[config.mk]
export PLATFORM = sky130hd
export DESIGN_NAME = adsg_alarm_group
export DESIGN_NICKNAME = d
export VERILOG_FILES = /design/src/logic/adsg_pkg.sv /design/src/logic/adsg_alarm_group.sv
export VERILOG_INCLUDE_DIRS = /design/src /design/src/logic
export SDC_FILE = /design/constraint.sdc
export NUM_CORES = 1
export LEC_CHECK = 0
export ABC_AREA = 1
export BUFFER_PORTS_ARGS = -buffer_cell sky130_fd_sc_hd__buf_2
export CELL_PAD_IN_SITES_DETAIL_PLACEMENT = 0
export CELL_PAD_IN_SITES_GLOBAL_PLACEMENT = 1
export CORE_ASPECT_RATIO = 0.75
export CORE_MARGIN = 8
export CORE_UTILIZATION = 30
export CTS_CLUSTER_SIZE = 28
export DETAILED_ROUTE_END_ITERATION = 8
export PLACE_DENSITY_LB_ADDON = 0.12
export SYNTH_ARGS = -nofsm -noshare
export SYNTH_HDL_FRONTEND = slang
export SYNTH_SLANG_ARGS = --single-unit
[constraint.sdc]
create_clock -name REF_CLK_I -period 3.3 [get_ports REF_CLK_I]
set_clock_uncertainty 0.1 [all_clocks]
set_input_delay 0.495 -clock REF_CLK_I [delete_from_list [all_inputs] [get_ports REF_CLK_I]]
set_output_delay 0.495 -clock REF_CLK_I [all_outputs]
set_load 0.1 [all_outputs]
[src/logic/adsg_consts.svh]
// Offsets, field positions, reset values and cycle counts of the alarm group.
// Included by the package and the alarm group module; definitions only.
`ifndef ADSG_CONSTS_SVH
`define ADSG_CONSTS_SVH

`define ADSG_ADDR_STAT_B 8'h22
`define ADSG_ADDR_LATCH_B 8'h23
`define ADSG_ADDR_STAT_C 8'h24
`define ADSG_ADDR_LATCH_C 8'h25
`define ADSG_ADDR_SOFT_INT 8'h26
`define ADSG_ADDR_MASK_B 8'h31
`define ADSG_ADDR_MASK_C 8'h32
`define ADSG_ADDR_HARD_EN 8'h33
`define ADSG_ADDR_CTRL 8'h34

// Group b field
`define ADSG_B_LINE_AIS 0
// Group c fields
`define ADSG_C_TX_LOC 7
`define ADSG_C_ADD_LOC 6
`define ADSG_C_DROP_LOC 5
`define ADSG_C_RX_LOC 4
`define ADSG_C_FIFO_ERR 3
`define ADSG_C_NET_ALARM 2
`define ADSG_C_STS_ALARM 1
`define ADSG_C_PATH_AIS 0
// Soft interrupt and hard enable field
`define ADSG_INT_BIT 7
// Control register fields
`define ADSG_CTRL_BSAIS 0
`define ADSG_CTRL_FDAIS 1
`define ADSG_CTRL_ADD_TIMING 2
`define ADSG_CTRL_XRDI 3
`define ADSG_CTRL_RDI 4
`define ADSG_CTRL_EXT_ACT 5

`define ADSG_RST_BYTE 8'h00

// Stuck-clock limits, in RAM clock cycles, inside the allowed windows
`define ADSG_LOC_LIMIT_BUS 6'd20
`define ADSG_LOC_LIMIT_RX 6'd20
// Most zeros in a frame period that still counts as AIS
`define ADSG_AIS_MAX_ZEROS 3'd5

`endif

[src/logic/adsg_pkg.sv]
// Types shared by the alarm group: pin bundle and AIS detector states.
// Assumes adsg_consts.svh is on the include path.
`include "adsg_consts.svh"

package adsg_pkg;

    typedef struct packed {
        logic tx_line_clock;
        logic add_bus_clock;
        logic drop_bus_clock;
        logic rx_line_clock;
        logic network_alarm_pin;
        logic external_sts_alarm_pin;
        logic external_path_ais_pin;
    } adsg_pins_s;

    typedef struct packed {
        logic fifo_overflow;
        logic fifo_underflow;
    } adsg_fifo_s;

    typedef enum logic [2:0] {
        AIS_OFF = 3'b001,
        AIS_CLEAR = 3'b010,
        AIS_DECLARED = 3'b100
    } adsg_ais_e;

endpackage
[src/logic/adsg_alarm_group.sv]
// Alarm detection and status group: line AIS, four loss-of-clock monitors,
// first-stage FIFO error and three external alarm pins, with latched bits,
// masks and interrupts. Assumes all logic runs on the RAM clock REF_CLK_I;
// monitored clocks and alarm pins are asynchronous, the rest is synchronous.
`timescale 1ns/1ps
`include "adsg_consts.svh"

module adsg_alarm_group (
    input wire logic REF_CLK_I,
    input wire logic RST_N_I,
    input wire logic [7:0] ADDR_I,
    input wire logic [7:0] WDATA_I,
    input wire logic WR_I,
    input wire logic RD_I,
    output logic [7:0] RDATA_O,
    input wire adsg_pkg::adsg_pins_s PINS_I,
    input wire adsg_pkg::adsg_fifo_s FIFO_I,
    input wire logic RX_BIT_VLD_I,
    input wire logic RX_BIT_I,
    input wire logic FRAME_START_I,
    input wire logic FRAME_LOSS_I,
    input wire logic RX_AIS_ALARM_I,
    output logic FIFO_RECENTER_O,
    output logic PATH_RDI_O,
    output logic RX_AIS_GEN_O,
    output logic SOFT_INT_O,
    output logic IRQ_O
);
    import adsg_pkg::*;

    function automatic logic [5:0] sat_inc6(input logic [5:0] v);
        sat_inc6 = (v == 6'h3f) ? v : v + 6'h01;
    endfunction

    function automatic logic [2:0] sat_inc3(input logic [2:0] v);
        sat_inc3 = (v == 3'h7) ? v : v + 3'h1;
    endfunction

    // Synchronisers: stage 1 is read only by stage 2
    adsg_pins_s sync1_q;
    adsg_pins_s sync2_q;
    adsg_pins_s sync3_q;

    always_ff @(posedge REF_CLK_I) begin
        if (!RST_N_I) begin
            sync1_q <= '0;
            sync2_q <= '0;
            sync3_q <= '0;
        end else begin
            sync1_q <= PINS_I;
            sync2_q <= sync1_q;
            sync3_q <= sync2_q;
        end
    end

    // Control registers
    logic [7:0] ctrl_q;
    logic [7:0] mask_b_q;
    logic [7:0] mask_c_q;
    logic hard_en_q;
    logic bsais_en;
    logic fdais_en;
    logic add_timing;
    logic xrdi_en;
    logic rdi_en;
    logic ext_act_en;

    assign bsais_en = ctrl_q[`ADSG_CTRL_BSAIS];
    assign fdais_en = ctrl_q[`ADSG_CTRL_FDAIS];
    assign add_timing = ctrl_q[`ADSG_CTRL_ADD_TIMING];
    assign xrdi_en = ctrl_q[`ADSG_CTRL_XRDI];
    assign rdi_en = ctrl_q[`ADSG_CTRL_RDI];
    assign ext_act_en = ctrl_q[`ADSG_CTRL_EXT_ACT];

    always_ff @(posedge REF_CLK_I) begin
        if (!RST_N_I) begin
            ctrl_q <= `ADSG_RST_BYTE;
            mask_b_q <= `ADSG_RST_BYTE;
            mask_c_q <= `ADSG_RST_BYTE;
            hard_en_q <= 1'b0;
        end else if (WR_I) begin
            unique case (ADDR_I)
                `ADSG_ADDR_CTRL: begin
                    ctrl_q <= {2'h0, WDATA_I[5:0]};
                end
                `ADSG_ADDR_MASK_B: begin
                    mask_b_q <= {7'h00, WDATA_I[`ADSG_B_LINE_AIS]};
                end
                `ADSG_ADDR_MASK_C: begin
                    mask_c_q <= WDATA_I;
                end
                `ADSG_ADDR_HARD_EN: begin
                    hard_en_q <= WDATA_I[`ADSG_INT_BIT];
                end
                default: begin
                end
            endcase
        end
    end

    // External alarm pins act for as long as they stay high
    logic ext_ais_req;

    assign ext_ais_req = ext_act_en
        && (sync2_q.external_sts_alarm_pin || sync2_q.external_path_ais_pin);

    always_ff @(posedge REF_CLK_I) begin
        if (!RST_N_I) begin
            PATH_RDI_O <= 1'b0;
            RX_AIS_GEN_O <= 1'b0;
        end else begin
            PATH_RDI_O <= (sync2_q.network_alarm_pin && xrdi_en && rdi_en)
                || ext_ais_req;
            RX_AIS_GEN_O <= ext_ais_req || RX_AIS_ALARM_I;
        end
    end

    // Loss-of-clock monitors: 0 tx line, 1 add bus, 2 drop bus, 3 rx line
    logic [3:0] clk_now;
    logic [3:0] clk_edge;
    logic [3:0] loc_flag_q;
    logic [5:0] loc_cnt_q [4];
    logic [5:0] loc_limit [4];

    assign clk_now = {sync2_q.rx_line_clock, sync2_q.drop_bus_clock,
        sync2_q.add_bus_clock, sync2_q.tx_line_clock};
    assign clk_edge = clk_now ^ {sync3_q.rx_line_clock, sync3_q.drop_bus_clock,
        sync3_q.add_bus_clock, sync3_q.tx_line_clock};
    assign loc_limit[0] = `ADSG_LOC_LIMIT_BUS;
    assign loc_limit[1] = `ADSG_LOC_LIMIT_BUS;
    assign loc_limit[2] = `ADSG_LOC_LIMIT_BUS;
    assign loc_limit[3] = `ADSG_LOC_LIMIT_RX;

    always_ff @(posedge REF_CLK_I) begin
        if (!RST_N_I) begin
            for (int i = 0; i < 4; i++) begin
                loc_cnt_q[i] <= 6'h00;
                loc_flag_q[i] <= 1'b0;
            end
        end else begin
            for (int i = 0; i < 4; i++) begin
                if (clk_edge[i]) begin
                    loc_cnt_q[i] <= 6'h00;
                    loc_flag_q[i] <= 1'b0;
                end else begin
                    loc_cnt_q[i] <= sat_inc6(loc_cnt_q[i]);
                    if (sat_inc6(loc_cnt_q[i]) >= loc_limit[i]) begin
                        loc_flag_q[i] <= 1'b1;
                    end
                end
            end
            // Add bus clock is only meaningful in add bus timing
            if (!add_timing) begin
                loc_flag_q[1] <= 1'b0;
            end
        end
    end

    // First-stage FIFO slip: flag and ask for a recenter, nothing more
    logic fifo_err;

    assign fifo_err = FIFO_I.fifo_overflow || FIFO_I.fifo_underflow;

    always_ff @(posedge REF_CLK_I) begin
        if (!RST_N_I) begin
            FIFO_RECENTER_O <= 1'b0;
        end else begin
            FIFO_RECENTER_O <= fifo_err;
        end
    end

    // Line AIS detector: zero count per frame period, two-frame history
    adsg_ais_e ais_state_q;
    logic [2:0] zero_cnt_q;
    logic prev_low_q;
    logic frame_low;
    logic ais_enable;
    logic bit_zero;

    assign bit_zero = RX_BIT_VLD_I && !RX_BIT_I;
    assign frame_low = zero_cnt_q <= `ADSG_AIS_MAX_ZEROS;
    assign ais_enable = !bsais_en || !RX_AIS_GEN_O;

    always_ff @(posedge REF_CLK_I) begin
        if (!RST_N_I) begin
            zero_cnt_q <= 3'h0;
            prev_low_q <= 1'b0;
        end else if (FRAME_START_I) begin
            zero_cnt_q <= bit_zero ? 3'h1 : 3'h0;
            prev_low_q <= frame_low;
        end else if (bit_zero) begin
            zero_cnt_q <= sat_inc3(zero_cnt_q);
        end
    end

    always_ff @(posedge REF_CLK_I) begin
        if (!RST_N_I) begin
            ais_state_q <= AIS_OFF;
        end else if (!ais_enable) begin
            ais_state_q <= AIS_OFF;
        end else begin
            unique case (ais_state_q)
                AIS_OFF: begin
                    ais_state_q <= AIS_CLEAR;
                end
                AIS_CLEAR: begin
                    if (FRAME_START_I && frame_low && prev_low_q
                        && (!fdais_en || FRAME_LOSS_I)) begin
                        ais_state_q <= AIS_DECLARED;
                    end
                end
                AIS_DECLARED: begin
                    if (fdais_en && !FRAME_LOSS_I) begin
                        ais_state_q <= AIS_CLEAR;
                    end else if (FRAME_START_I && !frame_low && !prev_low_q) begin
                        ais_state_q <= AIS_CLEAR;
                    end
                end
                default: begin
                    ais_state_q <= AIS_OFF;
                end
            endcase
        end
    end

    logic line_ais;

    assign line_ais = ais_state_q == AIS_DECLARED;

    // Live status, sticky latches (set wins over write-one-clear)
    logic [7:0] stat_b;
    logic [7:0] stat_c;
    logic [7:0] latch_b_q;
    logic [7:0] latch_c_q;
    logic clr_b;
    logic clr_c;

    assign stat_b = {7'h00, line_ais};
    assign stat_c = {loc_flag_q[0], loc_flag_q[1], loc_flag_q[2], loc_flag_q[3], fifo_err,
        sync2_q.network_alarm_pin, sync2_q.external_sts_alarm_pin,
        sync2_q.external_path_ais_pin};
    assign clr_b = WR_I && (ADDR_I == `ADSG_ADDR_LATCH_B);
    assign clr_c = WR_I && (ADDR_I == `ADSG_ADDR_LATCH_C);

    always_ff @(posedge REF_CLK_I) begin
        if (!RST_N_I) begin
            latch_b_q <= `ADSG_RST_BYTE;
            latch_c_q <= `ADSG_RST_BYTE;
        end else begin
            latch_b_q <= (latch_b_q & ~(clr_b ? WDATA_I : 8'h00)) | stat_b;
            latch_c_q <= (latch_c_q & ~(clr_c ? WDATA_I : 8'h00)) | stat_c;
        end
    end

    // Interrupts
    assign SOFT_INT_O = |{latch_b_q & mask_b_q, latch_c_q & mask_c_q};
    assign IRQ_O = SOFT_INT_O && hard_en_q;

    // Read port: data one cycle after the strobe, unmapped reads as zero
    always_ff @(posedge REF_CLK_I) begin
        if (!RST_N_I) begin
            RDATA_O <= 8'h00;
        end else if (RD_I) begin
            unique case (ADDR_I)
                `ADSG_ADDR_STAT_B: RDATA_O <= stat_b;
                `ADSG_ADDR_LATCH_B: RDATA_O <= latch_b_q;
                `ADSG_ADDR_STAT_C: RDATA_O <= stat_c;
                `ADSG_ADDR_LATCH_C: RDATA_O <= latch_c_q;
                `ADSG_ADDR_SOFT_INT: RDATA_O <= {SOFT_INT_O, 7'h00};
                `ADSG_ADDR_MASK_B: RDATA_O <= mask_b_q;
                `ADSG_ADDR_MASK_C: RDATA_O <= mask_c_q;
                `ADSG_ADDR_HARD_EN: RDATA_O <= {hard_en_q, 7'h00};
                `ADSG_ADDR_CTRL: RDATA_O <= ctrl_q;
                default: RDATA_O <= 8'h00;
            endcase
        end else begin
            RDATA_O <= 8'h00;
        end
    end
endmodule // adsg_alarm_group

==> results.toml <==
[cells_and_area]
multi_input_area_sq_um = 2020
post_route_cells_drive_above_1_share = 0.132
finalInstanceArea_sq_um = 5300
final_cell_utilization_of_the_core = 0.365
area_growth_pct = 18.1
layout.cells.non_filler = 860
num-fill-cells = 1557
sequential_area_sq_um = 2160
insertedDiodeCount = 0
design.final.nets = 696

[hold_path]
hp-class = "input pin to register"

[routing]
routed-via-count = 3716
vias_per_cell = 4.32
drt_iter0_drc = 243
drt_pre_antenna_iters = 4
postRouteAntennaNets = 0
drc = 0
totalWireLength_um = 10900
wl_per_cell_um = 12.7

[worst_setup_path]
critPathBufInv = 1
worst_setup_path_end_kind = "output pin"
worstPathRequired_ns = 2.70
critPathSlowestCell = "buf_2"
cp_peak_stage_delay_ns = 0.42
cpLargestDelayFamily = "simple AND/OR/NAND/NOR gates"
worstPathArrival_ns = 1.65
worstSetupStartpointType = "register"
critical_path_class = "register to output pin"
path_max_fanout = 3
cells_along_the_critical_path = "nand2_1 -> nand2_1 -> nor2_1 -> nand3_1 -> and2_1 -> buf_2"
timing.critical_path.mode_cell = "nand2_1"

[logic_synthesis]
synth.yosys.warnings = 0
synth_cells = 584
post_synth_instance_area_sq_um = 4490
postSynthRegisterBits = 96
syn_avg_cell_area_sq_um = 7.69
yosysSeqAreaShare = 0.481
netlist-cell-type-count = 37

[cts]
clk-insertion-delay-late_ns = 0.34
num_clock_sinks = 96
clock_tree_from_tritoncts = "done"
cts.repair_timing.setup_buffer_count = 0
clk_pin_slew_worst_paths_ns = 0.07
cts_root_buf = "clkbuf_16"
cts.repair.resized = 0
cts_buffers = 9
ctsHtreeMaxLevel = 3
ctsLongestPathBuffers = 2
cts.hold.buffers_added = 0

[placement]
detailedPlacementHpwl_um = 8110
port-buffer-count = 46
place_area_sq_um = 5000
placedCellCount = 844
routabilityCongestion = 0.782

[global_route]
grt_first_pass_wirelength_um = 18200
grt_overflow_total = 0
grtUsageTotal = 0.122
grt_antenna_before_repair = 0
pin_count_of_the_biggest_net_entering_global_routing = 40
grt_pass1_vias = 3593

[power]
power_frac_comb = 0.090
p_sw_frac = 0.242
share_clk_of_total_power = 0.411
power_switching_w = 0.000634
sequentialPowerShare = 0.499
cell_internal_pwr_w = 0.00198
power.density_nw_per_um2 = 493
ir_drop_mv = 0.235
p_leak_nw = 2.49

[sta]
slew_viols_final = 0
holdWs_ns = 0.230
setup_viol = 0
rsz0062_at_grt = "false"
final_period_utilization = 0.679
slew_headroom = 0.610
timing.fmax_mhz = 446
timing.final.hold_violations = 0
fin_crit_ns = 2.24
worst_slew_pin_slew_ns = 0.585
setup-tns-final_ns = 0

[floorplan]
die_w_um = 157
die_area_sq_um = 19200
floorplan.core_area_sq_um = 14500
boundaryPins = 47
dieHeight_um = 122
initial_utilization = 0.309
num_rows = 38

[job]
drv.max_cap_violation_count = 0

[outcome]
run_status = "finished, final reports clean"
## final timing paths
| path | start | slack [ns] | cells after the start | end |
|---|---|---|---|---|
| worst max-delay path | latch_c_q[4]$_SDFF_PN0_ | 1.06 | 6 | IRQ_O |
| worst min-delay path | PINS_I[4] | 0.23 | 3 | sync1_q[4]$_SDFF_PN0_ |
| worst max register to register | loc_cnt_q[1][0]$_SDFFCE_PN0P_ | 1.57 | 6 | loc_cnt_q[1][1]$_SDFFCE_PN0P_ |
| worst min register to register | sync1_q[0]$_SDFF_PN0_ | 0.31 | 2 | stat_c[0]$_SDFF_PN0_ |
## final cells by class
| type | count | area share |
|---|---|---|
| tap | 200 | 0.0472 |
| sequential | 96 | 0.408 |
| inverter | 82 | 0.0585 |
| timing repair buffer | 49 | 0.0477 |
| clock buffer | 11 | 0.0479 |
| clock inverter | 5 | 0.0101 |
| multi-input combinational | 417 | 0.381 |
## cell families after synthesis
logic type | synth area share
simple gates | 0.290
flops | 0.481
fa+ha+maj | 0.0195
buf+inv | 0.0878
other cells | 0.000835
xor+xnor | 0.0195
mux | 0.00223
compound gates | 0.0984
## synthesized netlist by cell type
library cell    n  area share
a21boi_0        1      0.0017
a21oi_1        50       0.056
a31oi_1         1      0.0014
and2_1          2      0.0028
buf_2           1      0.0011
buf_4           4      0.0067
buf_6           3      0.0075
clkbuf_1        4      0.0033
conb_1          1     0.00084
dfxtp_1        72        0.32
edfxtp_1       24        0.16
ha_1            7       0.020
inv_1          79       0.066
inv_2           2      0.0017
inv_4           1      0.0014
mux2i_1         1      0.0022
nand2_1       134        0.11
nand2_2         5      0.0070
nand2_4         4       0.010
nand3_1        51       0.057
nand3b_1        3      0.0050
nand4_1         3      0.0042
nor2_1         73       0.061
nor2_2          1      0.0014
nor2_4          5       0.013
nor2_8          1      0.0045
nor3_1          6      0.0067
nor3_4          1      0.0036
o211ai_1        2      0.0033
o21ai_0        18       0.020
o21ai_1         5      0.0056
o21ai_2         1      0.0020
o21bai_1        1      0.0017
o22ai_1         5      0.0070
or2_2           2      0.0028
xnor2_1         4      0.0078
xor2_1          6       0.012
## layer usage
layer	global-route usage	up-vias	part of all wire
met5	0	-	0
met4	0.0409	0	0.0041
met3	0.0329	2	0.046
met2	0.184	55	0.44
met1	0.166	1670	0.51
li1	-	1989	-
## tightest hold or removal path, delay by kind of cell
| family | cells | cell delay [ns] |
|---|---|---|
| and+or+nand+nor | 1 | 0.04 |
| buffers and inverters | 2 | 0.11 |
## layout by cell type, fill, tap and decap left out, drive strengths merged, types with 4 or more instances in the layout
master  Yosys  layout
clkbuf      4      11
o22ai       5       5
nand3      51      51
xnor2       4       4
nor3        7       7
conb        1      24
dfxtp      72      72
nor2       80      80
xor2        6       6
o21ai      24      24
buf         8      49
edfxtp     24      24
a21oi      50      50
ha          7       7
nand2     143     143
inv        82      83
## state kept, by name, indices dropped and copies added, names as in the netlist, 3 cells and up
signal / count
loc_flag_q: 4
sync3_q: 4
latch_c_q: 8
stat_c: 3
ctrl_q: 6
loc_cnt_q: 24
clk_now: 4
zero_cnt_q: 3
mask_c_q: 8
latch_b_q: 8
ais_state_q: 3
RDATA_O: 8
sync1_q: 7
## power by group through the flow
stage | logic, W | registers, W | clock network [W]
2_1_floorplan | 0.000161 | 0.00133 | 0
3_3_place_gp | 0.000235 | 0.00133 | 0
3_5_place_dp | 0.000238 | 0.00133 | 0
4_1_cts | 0.000240 | 0.00130 | 0.00112
5_1_grt | 0.000274 | 0.00131 | 0.00117
6_report | 0.000237 | 0.00130 | 0.00107
## metrics by stage
stage / setup WS [ns] / total power [W]
2_1_floorplan: 0.592 / 0.00149
3_3_place_gp: 1.15 / 0.00157
3_5_place_dp: 1.08 / 0.00157
4_1_cts: 1.04 / 0.00266
5_1_grt: 0.972 / 0.00275
6_report: 1.06 / 0.00262
Note: power is estimated with default switching activity, not from simulation.
